<file path="config.mk">
export PLATFORM = sky130hd
export DESIGN_NAME = itc_ctrl
export DESIGN_NICKNAME = d
export VERILOG_FILES = /design/src/itc_pkg.sv /design/src/itc_arb.sv /design/src/itc_chan.sv /design/src/itc_ctrl.sv
export VERILOG_INCLUDE_DIRS = /design/src
export SDC_FILE = /design/constraint.sdc
export NUM_CORES = 2
export LEC_CHECK = 0
export ABC_AREA = 1
export BUFFER_PORTS_ARGS = -buffer_cell sky130_fd_sc_hd__buf_2
export CORE_MARGIN = 2
export CORE_UTILIZATION = 34
export CTS_BUF_LIST = sky130_fd_sc_hd__clkbuf_8 sky130_fd_sc_hd__clkbuf_16
export DETAILED_ROUTE_END_ITERATION = 10
export GPL_ROUTABILITY_DRIVEN = 1
export GPL_TIMING_DRIVEN = 1
export PLACE_DENSITY = 0.53
export RECOVER_POWER = 25
export REMOVE_ABC_BUFFERS = 1
export SYNTH_ARGS = -nofsm -noshare
export SYNTH_HDL_FRONTEND = slang
export SYNTH_SLANG_ARGS = --single-unit
</file>
<file path="constraint.sdc">
create_clock -name clk_i -period 14.3 [get_ports clk_i]
set_input_delay 0 -clock clk_i [delete_from_list [all_inputs] [get_ports clk_i]]
set_output_delay 0 -clock clk_i [all_outputs]
set_load 0.01 [all_outputs]
</file>
<file path="src/itc_defs.svh">
// Purpose: shared constants of the interrupt transfer controller
// Assumes: included by bare name from the package and the design modules
// Notes: byte addresses on the register bus, one 32-bit word per register
`ifndef ITC_DEFS_SVH
`define ITC_DEFS_SVH
// ==========================================================
// sizes
`define ITC_NSRC 8
`define ITC_NCH 8
`define ITC_IDX_W 3
`define ITC_PRIO_W 4
`define ITC_CNT_W 8
`define ITC_CTL_W 4
`define ITC_PTR_W 16
`define ITC_ADDR_W 8
// ==========================================================
// register offsets (bytes)
`define ITC_OFS_SRC 8'h00
`define ITC_OFS_CNT 8'h20
`define ITC_OFS_SRCP 8'h40
`define ITC_OFS_DSTP 8'h60
`define ITC_OFS_STAT 8'h80
`define ITC_OFS_MASK 8'h84
`define ITC_OFS_STATE 8'h88
// ==========================================================
// source control fields
`define ITC_SC_REQ 0
`define ITC_SC_EN 1
`define ITC_SC_PRIO_LO 2
`define ITC_SC_CHSVC 6
`define ITC_SC_CH_LO 7
// channel register: count in the low byte, control above it
`define ITC_CTL_LO 8
`define ITC_CTL_WORD 0
`define ITC_CTL_INCS 1
`define ITC_CTL_INCD 2
`define ITC_CTL_CONT 3
// engine state readback
`define ITC_STV_LO 8
`define ITC_STP_LO 12
// ==========================================================
// state bit positions (one-hot)
`define ITC_SB_IDLE 0
`define ITC_SB_XFER 1
`define ITC_SB_REQ 2
`define ITC_SB_PUSH 3
`define ITC_SB_BRANCH 4
`define ITC_ST_W 5
// ==========================================================
// reset values and pointer steps
`define ITC_RST_CNT 8'h00
`define ITC_RST_PTR 16'h0000
`define ITC_STEP_BYTE 16'h0001
`define ITC_STEP_WORD 16'h0002
`define ITC_CNT_LAST 8'h01
`endif

</file>
<file path="src/itc_pkg.sv">
// Purpose: types of the interrupt transfer controller
// Assumes: itc_defs.svh holds the sizes and field positions; the state codes are set here
// Notes: states are one-hot
`include "itc_defs.svh"
package itc_pkg;
   // ==========================================================
   // scalar types
   typedef logic [`ITC_IDX_W-1:0] itc_idx_t;
   typedef logic [`ITC_PRIO_W-1:0] itc_prio_t;
   typedef logic [`ITC_CNT_W-1:0] itc_cnt_t;
   typedef logic [`ITC_CTL_W-1:0] itc_ctl_t;
   typedef logic [`ITC_PTR_W-1:0] itc_ptr_t;
   // ==========================================================
   // engine sequencer states
   typedef enum logic [`ITC_ST_W-1:0] {
      ST_IDLE = 5'h01,
      ST_XFER = 5'h02,
      ST_REQ = 5'h04,
      ST_PUSH = 5'h08,
      ST_BRANCH = 5'h10
   } itc_state_t;
endpackage

</file>
<file path="src/itc_arb.sv">
// Purpose: picks the highest-priority pending, enabled source
// Assumes: purely combinational, evaluated every cycle
// Notes: level 0 never wins; on a tie the lowest index wins
`timescale 1ns/100ps
`include "itc_defs.svh"
module itc_arb
   import itc_pkg::*;
(
   input wire logic [`ITC_NSRC-1:0] req_i,
   input wire logic [`ITC_NSRC-1:0] en_i,
   input wire logic [`ITC_NSRC*`ITC_PRIO_W-1:0] prio_i,
   output logic win_vld_o,
   output itc_idx_t win_idx_o,
   output itc_prio_t win_prio_o
);
   // ==========================================================
   // priority scan
   // strict greater-than keeps the lower index on equal levels
   always_comb begin
      win_vld_o = 1'b0;
      win_idx_o = '0;
      win_prio_o = '0;
      for (int i = 0; i < `ITC_NSRC; i++) begin
         if (req_i[i] && en_i[i] &&
             (prio_i[i*`ITC_PRIO_W +: `ITC_PRIO_W] > win_prio_o)) begin
            win_vld_o = 1'b1;
            win_idx_o = itc_idx_t'(i);
            win_prio_o = prio_i[i*`ITC_PRIO_W +: `ITC_PRIO_W];
         end
      end
   end
endmodule

</file>
<file path="src/itc_chan.sv">
// Purpose: one transfer channel: count and control bits
// Assumes: svc_i is a one-cycle pulse per service
// Notes: a software write beats a service on the count in the same cycle; zero_o still pulses for that service
`timescale 1ns/100ps
`include "itc_defs.svh"
module itc_chan
   import itc_pkg::*;
(
   input wire logic clk_i,
   input wire logic resetn_i,
   input wire logic wr_i,
   input wire logic [31:0] wdata_i,
   input wire logic svc_i,
   output itc_cnt_t cnt_o,
   output itc_ctl_t ctl_o,
   output logic zero_o
);
   itc_cnt_t cnt_reg; // transfers left
   itc_ctl_t ctl_reg; // width, increments, continuous
   logic zero_reg; // count just reached zero
   logic cont; // continuous mode, count frozen

   assign cont = ctl_reg[`ITC_CTL_CONT];
   assign cnt_o = cnt_reg;
   assign ctl_o = ctl_reg;
   assign zero_o = zero_reg;

   // ==========================================================
   // count and control
   always_ff @(posedge clk_i or negedge resetn_i) begin
      if (!resetn_i) begin
         cnt_reg <= `ITC_RST_CNT;
         ctl_reg <= '0;
      end else if (wr_i) begin
         cnt_reg <= wdata_i[`ITC_CNT_W-1:0];
         ctl_reg <= wdata_i[`ITC_CTL_LO +: `ITC_CTL_W];
      end else if (svc_i && !cont && (cnt_reg != '0)) begin
         cnt_reg <= cnt_reg - `ITC_CNT_LAST;
      end
   end

   // zero event, one pulse for the service that used the last count
   always_ff @(posedge clk_i or negedge resetn_i) begin
      if (!resetn_i) begin
         zero_reg <= 1'b0;
      end else begin
         zero_reg <= svc_i && !cont && (cnt_reg == `ITC_CNT_LAST);
      end
   end
endmodule

</file>
<file path="src/itc_ctrl.sv">
// Purpose: interrupt arbitration with one-cycle channel transfers
// Assumes: APB slave, 25 MHz clk_i; src_evt_i, cpu_* are same-clock logic
// Notes: addresses are within segment 0 (16 bits)
// Function
// - channel service moves one item, one cycle
// - pending sources re-prioritised every cycle
// - channel-selected winner with count left, or in continuous mode, launches a channel transfer
// - cpu service only above current cpu level
// - acknowledge: push machine state, then branch
// - eight channels, counts, control, pointer RAM
// - count decrements per service, not continuous mode
// - count reaching zero raises standard cpu interrupt
// - segment 0 moves, optional pointer increment
// - per-source flag, enable, priority; strict preemption
`timescale 1ns/100ps
`include "itc_defs.svh"
module itc_ctrl
   import itc_pkg::*;
(
   input wire logic clk_i,
   input wire logic resetn_i,
   input wire logic psel_i,
   input wire logic penable_i,
   input wire logic pwrite_i,
   input wire logic [`ITC_ADDR_W-1:0] paddr_i,
   input wire logic [31:0] pwdata_i,
   output logic [31:0] prdata_o,
   output logic pready_o,
   output logic pslverr_o,
   input wire logic [`ITC_NSRC-1:0] src_evt_i,
   input wire logic [`ITC_PRIO_W-1:0] cpu_ilvl_i,
   input wire logic cpu_ack_i,
   output logic irq_req_o,
   output logic [`ITC_IDX_W-1:0] irq_vec_o,
   output logic [`ITC_PRIO_W-1:0] irq_prio_o,
   output logic state_push_o,
   output logic branch_o,
   output logic xfer_o,
   output logic xfer_word_o,
   output logic [`ITC_PTR_W-1:0] xfer_src_o,
   output logic [`ITC_PTR_W-1:0] xfer_dst_o,
   output logic sys_irq_o
);
   // ==========================================================
   // declarations
   itc_state_t state_reg; // sequencer
   logic [`ITC_ST_W-1:0] st_bits; // one-hot view of the state
   logic pready_reg; // high in every access phase
   logic [31:0] prdata_reg; // read data caught in setup
   logic pslverr_reg; // unmapped address
   logic [31:0] rd_data; // read mux
   logic rd_err; // read mux error
   logic wr_en; // write takes effect
   itc_idx_t a_idx; // register index within a group
   logic [`ITC_NSRC-1:0] req_vec; // request flags
   logic [`ITC_NSRC-1:0] en_vec; // enable flags
   logic [`ITC_NSRC-1:0] chsvc_vec; // channel service selected
   logic [`ITC_NSRC*`ITC_PRIO_W-1:0] prio_flat; // levels, packed
   itc_idx_t chnum_arr [`ITC_NSRC]; // channel of each source
   itc_cnt_t cnt_arr [`ITC_NCH]; // channel counts
   itc_ctl_t ctl_arr [`ITC_NCH]; // channel controls
   logic [`ITC_NCH-1:0] zero_vec; // count-reached-zero events
   itc_ptr_t srcp_mem [`ITC_NCH]; // source pointers
   itc_ptr_t dstp_mem [`ITC_NCH]; // destination pointers
   logic win_vld; // some source is eligible
   itc_idx_t win_idx; // winning source
   itc_prio_t win_prio; // its level
   itc_idx_t win_ch; // its channel
   logic chan_go; // winner served by its channel
   logic cpu_go; // winner served by the cpu
   logic go_chan; // transfer launched this cycle
   logic clr_on_xfer; // request dropped after the transfer
   itc_idx_t vec_reg; // source being offered to the cpu
   itc_prio_t prio_reg; // its level
   logic xfer_word_reg; // width of the move
   itc_ptr_t xfer_src_reg; // source address
   itc_ptr_t xfer_dst_reg; // destination address
   itc_idx_t xfer_idx_reg; // source that was served
   itc_idx_t xfer_ch_reg; // channel that was used
   logic xfer_last_reg; // move used the last count
   logic xfer_incs_reg; // source pointer stepped
   logic [`ITC_NCH-1:0] stat_reg; // sticky zero events
   logic [`ITC_NCH-1:0] stat_next;
   logic [`ITC_NCH-1:0] mask_reg; // interrupt mask
   logic [`ITC_NCH-1:0] mask_next;
   logic sys_irq_reg; // status interrupt

   // decodes a register group of eight words
   function automatic logic fn_hit(input logic [`ITC_ADDR_W-1:0] addr,
                                   input logic [`ITC_ADDR_W-1:0] base);
      fn_hit = (addr[`ITC_ADDR_W-1:5] == base[`ITC_ADDR_W-1:5]);
   endfunction

   // ==========================================================
   // outputs
   assign st_bits = state_reg;
   assign prdata_o = prdata_reg;
   assign pready_o = pready_reg;
   assign pslverr_o = pslverr_reg;
   assign irq_req_o = st_bits[`ITC_SB_REQ];
   assign state_push_o = st_bits[`ITC_SB_PUSH];
   assign branch_o = st_bits[`ITC_SB_BRANCH];
   assign xfer_o = st_bits[`ITC_SB_XFER];
   assign irq_vec_o = vec_reg;
   assign irq_prio_o = prio_reg;
   assign xfer_word_o = xfer_word_reg;
   assign xfer_src_o = xfer_src_reg;
   assign xfer_dst_o = xfer_dst_reg;
   assign sys_irq_o = sys_irq_reg;

   // ==========================================================
   // apb slave: zero wait states, data caught in the setup cycle
   assign wr_en = psel_i && penable_i && pwrite_i && pready_reg;
   assign a_idx = paddr_i[4:2];

   always_ff @(posedge clk_i or negedge resetn_i) begin
      if (!resetn_i) begin
         pready_reg <= 1'b0;
         prdata_reg <= '0;
         pslverr_reg <= 1'b0;
      end else begin
         pready_reg <= psel_i && !penable_i;
         if (psel_i && !penable_i) begin
            prdata_reg <= pwrite_i ? 32'h0 : rd_data;
            pslverr_reg <= rd_err;
         end
      end
   end

   // read mux; reserved bits read as zero
   always_comb begin
      rd_data = 32'h0;
      rd_err = 1'b0;
      if (fn_hit(paddr_i, `ITC_OFS_SRC)) begin
         rd_data[`ITC_SC_REQ] = req_vec[a_idx];
         rd_data[`ITC_SC_EN] = en_vec[a_idx];
         rd_data[`ITC_SC_PRIO_LO +: `ITC_PRIO_W] =
            prio_flat[a_idx*`ITC_PRIO_W +: `ITC_PRIO_W];
         rd_data[`ITC_SC_CHSVC] = chsvc_vec[a_idx];
         rd_data[`ITC_SC_CH_LO +: `ITC_IDX_W] = chnum_arr[a_idx];
      end else if (fn_hit(paddr_i, `ITC_OFS_CNT)) begin
         rd_data[`ITC_CNT_W-1:0] = cnt_arr[a_idx];
         rd_data[`ITC_CTL_LO +: `ITC_CTL_W] = ctl_arr[a_idx];
      end else if (fn_hit(paddr_i, `ITC_OFS_SRCP)) begin
         rd_data[`ITC_PTR_W-1:0] = srcp_mem[a_idx];
      end else if (fn_hit(paddr_i, `ITC_OFS_DSTP)) begin
         rd_data[`ITC_PTR_W-1:0] = dstp_mem[a_idx];
      end else if (paddr_i == `ITC_OFS_STAT) begin
         rd_data[`ITC_NCH-1:0] = stat_reg;
      end else if (paddr_i == `ITC_OFS_MASK) begin
         rd_data[`ITC_NCH-1:0] = mask_reg;
      end else if (paddr_i == `ITC_OFS_STATE) begin
         rd_data[`ITC_ST_W-1:0] = st_bits;
         rd_data[`ITC_STV_LO +: `ITC_IDX_W] = vec_reg;
         rd_data[`ITC_STP_LO +: `ITC_PRIO_W] = prio_reg;
      end else begin
         rd_err = 1'b1; // unmapped word
      end
   end

   // ==========================================================
   // interrupt sources: flag, enable, level, service choice
   for (genvar i = 0; i < `ITC_NSRC; i++) begin : g_src
      logic sw_wr; // software writes this source's register
      logic hw_clr; // service consumed the request
      logic req_reg;
      logic en_reg;
      logic chsvc_reg;
      itc_prio_t prio_r_reg;
      itc_idx_t ch_reg;
      assign sw_wr = wr_en && fn_hit(paddr_i, `ITC_OFS_SRC) &&
                     (a_idx == itc_idx_t'(i));
      assign hw_clr = (go_chan && clr_on_xfer &&
                       (win_idx == itc_idx_t'(i))) ||
                      (irq_req_o && cpu_ack_i &&
                       (vec_reg == itc_idx_t'(i)));
      assign req_vec[i] = req_reg;
      assign en_vec[i] = en_reg;
      assign chsvc_vec[i] = chsvc_reg;
      assign prio_flat[i*`ITC_PRIO_W +: `ITC_PRIO_W] = prio_r_reg;
      assign chnum_arr[i] = ch_reg;

      // a new event beats both clears so it is never lost
      always_ff @(posedge clk_i or negedge resetn_i) begin
         if (!resetn_i) begin
            req_reg <= 1'b0;
         end else if (src_evt_i[i]) begin
            req_reg <= 1'b1;
         end else if (sw_wr) begin
            req_reg <= pwdata_i[`ITC_SC_REQ];
         end else if (hw_clr) begin
            req_reg <= 1'b0;
         end
      end

      // configuration fields, software only
      always_ff @(posedge clk_i or negedge resetn_i) begin
         if (!resetn_i) begin
            en_reg <= 1'b0;
            chsvc_reg <= 1'b0;
            prio_r_reg <= '0;
            ch_reg <= '0;
         end else if (sw_wr) begin
            en_reg <= pwdata_i[`ITC_SC_EN];
            chsvc_reg <= pwdata_i[`ITC_SC_CHSVC];
            prio_r_reg <= pwdata_i[`ITC_SC_PRIO_LO +: `ITC_PRIO_W];
            ch_reg <= pwdata_i[`ITC_SC_CH_LO +: `ITC_IDX_W];
         end
      end
   end

   // ==========================================================
   // arbitration and service decision, every cycle
   itc_arb u_arb (
      .req_i(req_vec),
      .en_i(en_vec),
      .prio_i(prio_flat),
      .win_vld_o(win_vld),
      .win_idx_o(win_idx),
      .win_prio_o(win_prio)
   );

   assign win_ch = chnum_arr[win_idx];
   // an exhausted count hands the request to the cpu instead
   assign chan_go = win_vld && chsvc_vec[win_idx] &&
                    ((cnt_arr[win_ch] != '0) ||
                     ctl_arr[win_ch][`ITC_CTL_CONT]);
   assign cpu_go = win_vld && !chan_go &&
                   (win_prio > cpu_ilvl_i);
   assign go_chan = (state_reg == ST_IDLE) && chan_go;
   // the last count leaves the flag set for the cpu
   assign clr_on_xfer = ctl_arr[win_ch][`ITC_CTL_CONT] ||
                        (cnt_arr[win_ch] != `ITC_CNT_LAST);

   // ==========================================================
   // eight channels
   for (genvar j = 0; j < `ITC_NCH; j++) begin : g_ch
      itc_chan u_chan (
         .clk_i(clk_i),
         .resetn_i(resetn_i),
         .wr_i(wr_en && fn_hit(paddr_i, `ITC_OFS_CNT) &&
               (a_idx == itc_idx_t'(j))),
         .wdata_i(pwdata_i),
         .svc_i(go_chan && (win_ch == itc_idx_t'(j))),
         .cnt_o(cnt_arr[j]),
         .ctl_o(ctl_arr[j]),
         .zero_o(zero_vec[j])
      );
   end

   // ==========================================================
   // pointer RAM; software write wins over the hardware step
   always_ff @(posedge clk_i or negedge resetn_i) begin
      if (!resetn_i) begin
         for (int k = 0; k < `ITC_NCH; k++) begin
            srcp_mem[k] <= `ITC_RST_PTR;
            dstp_mem[k] <= `ITC_RST_PTR;
         end
      end else begin
         if (go_chan && ctl_arr[win_ch][`ITC_CTL_INCS]) begin
            srcp_mem[win_ch] <= srcp_mem[win_ch] +
               (ctl_arr[win_ch][`ITC_CTL_WORD] ?
                `ITC_STEP_WORD : `ITC_STEP_BYTE);
         end
         if (go_chan && ctl_arr[win_ch][`ITC_CTL_INCD]) begin
            dstp_mem[win_ch] <= dstp_mem[win_ch] +
               (ctl_arr[win_ch][`ITC_CTL_WORD] ?
                `ITC_STEP_WORD : `ITC_STEP_BYTE);
         end
         if (wr_en && fn_hit(paddr_i, `ITC_OFS_SRCP)) begin
            srcp_mem[a_idx] <= pwdata_i[`ITC_PTR_W-1:0];
         end
         if (wr_en && fn_hit(paddr_i, `ITC_OFS_DSTP)) begin
            dstp_mem[a_idx] <= pwdata_i[`ITC_PTR_W-1:0];
         end
      end
   end

   // ==========================================================
   // sequencer; a transfer steals exactly one cycle
   always_ff @(posedge clk_i or negedge resetn_i) begin
      if (!resetn_i) begin
         state_reg <= ST_IDLE;
      end else begin
         unique case (state_reg)
            ST_IDLE: begin
               if (chan_go) begin
                  state_reg <= ST_XFER;
               end else if (cpu_go) begin
                  state_reg <= ST_REQ;
               end
            end
            ST_XFER: begin
               state_reg <= ST_IDLE;
            end
            ST_REQ: begin
               if (cpu_ack_i) begin
                  state_reg <= ST_PUSH;
               end else if (!cpu_go) begin
                  state_reg <= ST_IDLE; // withdrawn or outranked
               end
            end
            ST_PUSH: begin
               state_reg <= ST_BRANCH;
            end
            ST_BRANCH: begin
               state_reg <= ST_IDLE;
            end
            default: begin
               state_reg <= ST_IDLE; // recover from a broken code
            end
         endcase
      end
   end

   // offered vector follows the winner until the cpu takes it
   always_ff @(posedge clk_i or negedge resetn_i) begin
      if (!resetn_i) begin
         vec_reg <= '0;
         prio_reg <= '0;
      end else if (cpu_go && ((state_reg == ST_IDLE) ||
                   ((state_reg == ST_REQ) && !cpu_ack_i))) begin
         vec_reg <= win_idx;
         prio_reg <= win_prio;
      end
   end

   // transfer descriptor; state save is skipped entirely
   always_ff @(posedge clk_i or negedge resetn_i) begin
      if (!resetn_i) begin
         xfer_word_reg <= 1'b0;
         xfer_src_reg <= `ITC_RST_PTR;
         xfer_dst_reg <= `ITC_RST_PTR;
         xfer_idx_reg <= '0;
         xfer_ch_reg <= '0;
         xfer_last_reg <= 1'b0;
         xfer_incs_reg <= 1'b0;
      end else if (go_chan) begin
         xfer_word_reg <= ctl_arr[win_ch][`ITC_CTL_WORD];
         xfer_src_reg <= srcp_mem[win_ch];
         xfer_dst_reg <= dstp_mem[win_ch];
         xfer_idx_reg <= win_idx;
         xfer_ch_reg <= win_ch;
         xfer_last_reg <= !clr_on_xfer;
         xfer_incs_reg <= ctl_arr[win_ch][`ITC_CTL_INCS];
      end
   end

   // ==========================================================
   // status, mask and interrupt; set beats write-one-clear
   assign stat_next = zero_vec | (stat_reg &
      ~((wr_en && (paddr_i == `ITC_OFS_STAT)) ?
        pwdata_i[`ITC_NCH-1:0] : '0));
   assign mask_next = (wr_en && (paddr_i == `ITC_OFS_MASK)) ?
                      pwdata_i[`ITC_NCH-1:0] : mask_reg;

   always_ff @(posedge clk_i or negedge resetn_i) begin
      if (!resetn_i) begin
         stat_reg <= '0;
         mask_reg <= '0;
         sys_irq_reg <= 1'b0;
      end else begin
         stat_reg <= stat_next;
         mask_reg <= mask_next;
         sys_irq_reg <= |(stat_next & mask_next);
      end
   end
endmodule

</file>
Yosys cells after proc, flatten, opt, wreduce, memory -nomap -nowiden
Index checks and enable logic that the tools add are counted.

cells by class
  reduce and logical (&&, ||, !) cells = 157
  div/mod/pow operators = 0
  bitwise logic cells = 7
  shifts and indexed selects = 1
  $add $sub $neg = 10
  equality and inequality tests = 48
  multiplexer cells = 147
  magnitude comparators = 16
  multiply operators = 0

operators with widths
  cell                   number
  $bwmux W128            4
  $mux W128              4
  $bmux W16 S3           4
  $mux W16               12
  $mux W8                23
  $logic_and A1 B1 Y1    103
  $demux W16 S3          2
  $reduce_bool A8 Y1     9
  $mux W4                17
  $eq A8 B1 Y1 const B   8
  $sub A8 B1 Y8 const B  8
  $bmux W8 S3            2
  $eq A3 B3 Y1 const B   16
  $mux W1                45
  $mux W3                12
  $gt A4 B4 Y1           8
  $shiftx A32 B6 Y4      1
  $eq A3 B2 Y1 const B   10
  $mux W5                6
  $bmux W4 S3            2
  $eq A8 B8 Y1 const B   3
  $reduce_bool A3 Y1     8
  $bmux W3 S3            2
  $add A16 B16 Y16       1
  other kinds (28)       76

storage, ports and cells
  memories = 0
  memory bits (read-only) = 0
  latch bits = 0
  RAM bits = 0
  word-level logic and storage cells = 478
  bits in registers = 536
  output and inout bits = 79

Longest topological paths before layout
  word-level depth = 42
  mapped depth = 91
  mapped depth without buffers = 86

Cells and area by module
Synthesis repeated with hierarchy kept, for this count alone.

unflattened totals
  cells, all modules = 5608
  area total of the unflattened synthesis = 36462.5 um^2

modules (own cells, without submodules)
  module    times used  area each (um^2)  cells an instance
  itc_ctrl  1           28564.9           4474
  itc_chan  8           798.3             111
  itc_arb   1           1511.4            246

Worst setup path after synthesis
Ideal clock, no wire load.

  path kind = flip-flop to flip-flop
  from = reg g_src[0].prio_r_reg[0]
  to = reg dstp_mem[71] (netlist bit)
  clock period less this slack = 10.200 ns
  library setup time = 0.063 ns
  required time = 14.237 ns
  cell stages (with the launch flop) = 83
  arrival = 10.137 ns
  slack = 4.100 ns
  cells stage by stage = dfrtp_1 > nor2_1 > nand3_1 > nand3_1 > inv_1 > nand2_1 > inv_1 > ha_1 > nand2_1 > nor2_1 > nor2_2 > nand2_2 > nand2_1 > o21ai_0 > ha_1 > inv_1 > o21bai_1 > nand4_1 > [47 not listed] > nand2_2 > nand2_4 > buf_2 > buf_2 > buf_2 > mux2i_1 > inv_1 > ha_1 > a21oi_1 > inv_1 > nand2_1 > nor2_2 > nand2_1 > xor2_1 > nand2_1 > nand3_1 > nand2_1 > inv_1

on the way
  cells in the longest elaborated chain, start to end = 40
  elaborated cells on any way between the ends = 71
  classes of those cells = 1 x add/sub; 10 x order compare; 43 x mux; 2 x bitwise; 15 x reduce/logical

ends and longest elaborated chain
  element                                                                line             text
  start: declaration                                                     itc_ctrl.sv:169  itc_prio_t prio_r_reg;
  start signal: assignment                                               itc_ctrl.sv:206  prio_r_reg <= pwdata_i[`ITC_SC_PRIO_LO +: `ITC_PRIO_W];
  parallel branches: the longest is 37 deep, another holds $gt A4 B1 Y1  -
  $mux W128 (*)                                                          itc_ctrl.sv:265  if (go_chan && ctl_arr[win_ch][`ITC_CTL_INCD]) begin
  $bwmux W128                                                            itc_ctrl.sv:274  dstp_mem[a_idx] <= pwdata_i[`ITC_PTR_W-1:0];
  $mux W128 (*)                                                          itc_ctrl.sv:273  if (wr_en && fn_hit(paddr_i, `ITC_OFS_DSTP)) begin
  end signal: indexed assignment                                         itc_ctrl.sv:257  dstp_mem[k] <= `ITC_RST_PTR;
  end signal: indexed assignment                                         itc_ctrl.sv:266  dstp_mem[win_ch] <= dstp_mem[win_ch] +
  end signal: indexed assignment                                         itc_ctrl.sv:274
  end: declaration                                                       itc_ctrl.sv:64   itc_ptr_t dstp_mem [`ITC_NCH];

Mark *: on every way between the ends. The select of a mux whose other input is x is not followed.
A chain may end at the register's enable or synchronous reset.

Worst setup path in the final report
  from = reg g_src[0].prio_r_reg[0]
  to = reg srcp_mem[79] (netlist bit)

on the way
  cells in the longest elaborated chain, start to end = 40
  elaborated cells on any way between the ends = 71
  classes of those cells = 1 x add/sub; 10 x order compare; 43 x mux; 2 x bitwise; 15 x reduce/logical

ends and longest elaborated chain
  element                                                                line             text
  parallel branches: the longest is 37 deep, another holds $gt A4 B1 Y1  -
  $mux W128 (*)                                                          itc_ctrl.sv:260  if (go_chan && ctl_arr[win_ch][`ITC_CTL_INCS]) begin
  $bwmux W128                                                            itc_ctrl.sv:271  srcp_mem[a_idx] <= pwdata_i[`ITC_PTR_W-1:0];
  $mux W128 (*)                                                          itc_ctrl.sv:270  if (wr_en && fn_hit(paddr_i, `ITC_OFS_SRCP)) begin
  end signal: indexed assignment                                         itc_ctrl.sv:256  srcp_mem[k] <= `ITC_RST_PTR;
  end signal: indexed assignment                                         itc_ctrl.sv:261  srcp_mem[win_ch] <= srcp_mem[win_ch] +
  end signal: indexed assignment                                         itc_ctrl.sv:271
  end: declaration                                                       itc_ctrl.sv:63   itc_ptr_t srcp_mem [`ITC_NCH];

Marked as above.

==> summary.txt <==
STA
  – Final setup TNS: 0 ns
  – Final hold vios: 0
  – Final setup violation count: 0
  – Unrepaired setup endpoints after global routing: false
  – Relative slew margins: -2.608
  – Max Fclk: 0.07731 GHz
  – Slew Limit Fails: roughly 270
  – Fin crit share: 0.9045
  – Clk_skew: between 0.04 and 0.05 ns
  – Slew at the pin with the worst max-slew slack: roughly 5.4 ns
  – Final min period: about 13 ns

GRT
  – GRT overflow: 0
  – Largest net degree at the start of global routing: 87
  – First-pass GRT wire length: about 240000 um
  – Vias in the first global route: about 34000
  – Initial antenna violation count: 6
  – Global Route Usage Sum: 0.3035

Pwr
  – Cell-internal power: about 2.7 mW
  – Comb power frac: 0.190
  – Clock share of power: 0.421
  – PD cells: approximately 100 nW/um^2
  – Sequential power share: 0.389
  – Leakage: 20.21 nW
  – Switching Share: 0.3332
  – Switch Pwr: around 1.4 mW
  – Total design power: around 4.1 mW
  – Worst vdd ir: just over 0.00008 V

Finish
  – Synth-to-Final Area Change: 12.03%
  – Layout cells sized above 1: 0.06451
  – Finished Layout Cells: between 6000 and 7000
  – Total Nets Final: around 5500

Synthesis
  – Yosys warns: 0
  – Most common cell in the netlist: nand2_1
  – Mapped Cells: 5350
  – Main synth FF type: dfrtp_1
  – Number of flops mapped to enable cells by yosys: 0
  – Mapped cell area: 35110 um^2
  – Count of different cell masters after synthesis: just over 60
  – Sequential area share after synthesis: 0.3706
  – Top-area cell type share of the netlist area: 0.3699
  – Largest area contributor in the netlist: dfrtp_1
  – Main area contributors after synthesis: dfrtp_1, nand2_1, inv_1
  – Async SR Flop Fraction: 1.000
  – Synthesized flop and latch total: 520
  – Avg Synthesized Cell Area: between 6 and 7 um^2
  – Synth top cells by count: nand2_1, inv_1, dfrtp_1

Place
  – IO Port Bufs: roughly 100
  – Dpl cells: roughly 6700
  – Dpl hpwl: between 100000 and 150000 um
  – GP Congestion: ~0.96

Clocking
  – Clock Latency Late Sink: ~0.65 ns
  – CTS tree: built
  – Setup bufs post-CTS: 0
  – H-tree depth: 3
  – CTS root buffer: clkbuf_16
  – # clock sinks: 520
  – TritonCTS Buffers: 66
  – Worst-path clk slew: 0.06 ns
  – Max clock buf depth: 3

Detailed routing
  – DRC: 0
  – Initial DRC Count: around 4600
  – Detailed Route WL: ~170000 um
  – Vias: about 38000
  – DR WL/cell: 24.22 um
  – Drt pass-1 iters: 6
  – Average via count per standard cell: roughly 5.5
  – DRT antenna net count: 0

Worst setup path
  – CP max FO: 33
  – Worst flop-to-flop path startpoint: g_src[0].prio_r_reg[0]
  – Startpoint Class: flop
  – R2r worst-path depth: 77
  – R2R Path End: srcp_mem[79]
  – Worst Setup End Kind: flop
  – Slowest Stage Delay on Critical Path: around 0.5 ns
  – Most used cell, CP: nand2_1
  – Critical Path RT: ~15 ns
  – Crit path kind: reg2reg
  – R2R Setup Slk: 1.37 ns
  – Critical Path AT: roughly 14 ns
  – Slowest cell on the critical path: nand4_1

Min path
  – Hold Path Class: in2reg
  – Hold path depth: 4
  – Hold endpoint: prdata_o[8]
  – Hold Path Origin: paddr_i[5]

Job
  – Max-Cap Viols: 4

Die
  – DIE AREA: about 110000 um^2
  – I/O pins: about 140
  – Die Y: 325.4 um
  – Core area: slightly above 100000 um^2
  – Row cnt: 117
  – Starting density of the core: 0.3441
  – Die W: 325.4 um

Status
  – Outcome: finished, violations left
  – Violated checks: max-capacitance violations, max-slew violations
-- layer usage --
| metal | share of wire | wire length [um] | global-route usage |
|---|---|---|---|
| met4 | 0.056 | 9198 | 0.1555 |
| met3 | 0.10 | 17060 | 0.06427 |
| met1 | 0.41 | 67760 | 0.4071 |
| met5 | 0.00026 | 43 | 0 |
| met2 | 0.43 | 71000 | 0.4597 |
-- power by group through the flow --
stage / Clock, mW / Combinational, mW / Sequential [mW]
floorplan: 0 / 0.396 / 1.62
global placement: 0 / 0.759 / 1.61
finish: 1.72 / 0.778 / 1.59
global route: 1.81 / 0.836 / 1.60
detailed placement: 0 / 0.759 / 1.62
CTS: 1.74 / 0.770 / 1.59
-- worst max-delay path by stage --
stage	slack [ns]	cells after the start	end	start
final	1.37	77	srcp_mem[79]	g_src[0].prio_r_reg[0]
after global routing	0.06	79	srcp_mem[46]	g_src[0].prio_r_reg[0]
after CTS	1.02	77	srcp_mem[127]	g_src[0].prio_r_reg[0]
after detailed placement	1.03	75	srcp_mem[79]	g_src[0].prio_r_reg[0]
after global placement	1.28	77	srcp_mem[47]	g_src[0].prio_r_reg[0]
after floorplan	2.57	78	dstp_mem[71]	g_src[0].prio_r_reg[0]
-- logic make-up (layout without fill, tap and decap cells) --
logic type,after synthesis,in the layout,share of synthesized area
buffers and inverters,947,1023,0.1101
DFF,520,520,0.3706
and+or+nand+nor,2956,2956,0.3501
AOI/OAI and AO/OA,831,831,0.1386
adders and majority gates,57,57,0.02074
xor gates and xnor gates,35,35,0.008943
muxes,3,3,0.0008552
other,1,23,0.0001068
-- critical path: cells and delay by family, from the launching register on --
| kind | cells | cell delay, ns |
|---|---|---|
| flip-flops | 1 | 0.42 |
| buffers and inverters | 12 | 1.35 |
| AO/OA/AOI/OAI | 14 | 2.18 |
| AND/OR/NAND/NOR | 42 | 6.02 |
| multiplexers | 1 | 0.43 |
| adder cells (fa/ha/maj) | 8 | 2.47 |
-- through the flow --
| stage | hold slack [ns] | utilization | setup WS (ns) | cell area, um^2 |
|---|---|---|---|---|
| after floorplan | -0.2956 | - | 2.572 | 33790 |
| after global placement | 0.08676 | 0.3613 | 1.277 | 36870 |
| after detailed placement | 0.07289 | 0.3613 | 1.032 | 36870 |
| after CTS | 0.01685 | 0.3862 | 1.020 | 39410 |
| after global routing | 0.1206 | 0.3854 | 0.05701 | 39320 |
| final | 0.05852 | 0.3855 | 1.365 | 39340 |
-- area by class of cell --
class                           instances  area, um^2
Fill cell                           11029       62700
Inverter                              663        2491
Antenna cell                            7       17.52
Clock buffer                           88        1966
Clock inverter                         28       214.0
Sequential cell                       520       13010
Tap cell                             1368        1712
Multi-Input combinational cell       3898       18360
Timing Repair Buffer                  244        1569
-- placed cells by master, fill, tap and decap left out, drive strengths merged, types with 5 or more instances in the layout --
master,Yosys,layout
o21bai,17,17
clkbuf,159,156
o22ai,144,144
or2,13,13
o211ai,25,25
nor2,348,348
nand3b,28,28
a221oi,25,25
nand2,2052,2052
o311ai,21,21
nor3,38,38
a211oi,6,6
dlygate4sd3,0,36
conb,1,16
nor4,6,6
xor2,24,24
o21ai,451,451
xnor2,11,11
o31ai,8,8
clkinv,23,31
dfrtp,519,519
nand3,433,433
ha,55,55
inv,640,656
o2111ai,20,20
a2111oi,5,5
nand4,35,35
o221ai,7,7
a22oi,7,7
buf,125,140
diode,0,7
a21oi,73,73
-- timing repair --
| action | in CTS | in global routing |
|---|---|---|
| hold endpoints to repair | 195 | 0 |
| hold buffers | 36 | 0 |
| gates resized for setup | 0 | 3 |
| endpoints found under the setup margin | 0 | 99 |
No activity file was read; power rests on OpenSTA's default activity.
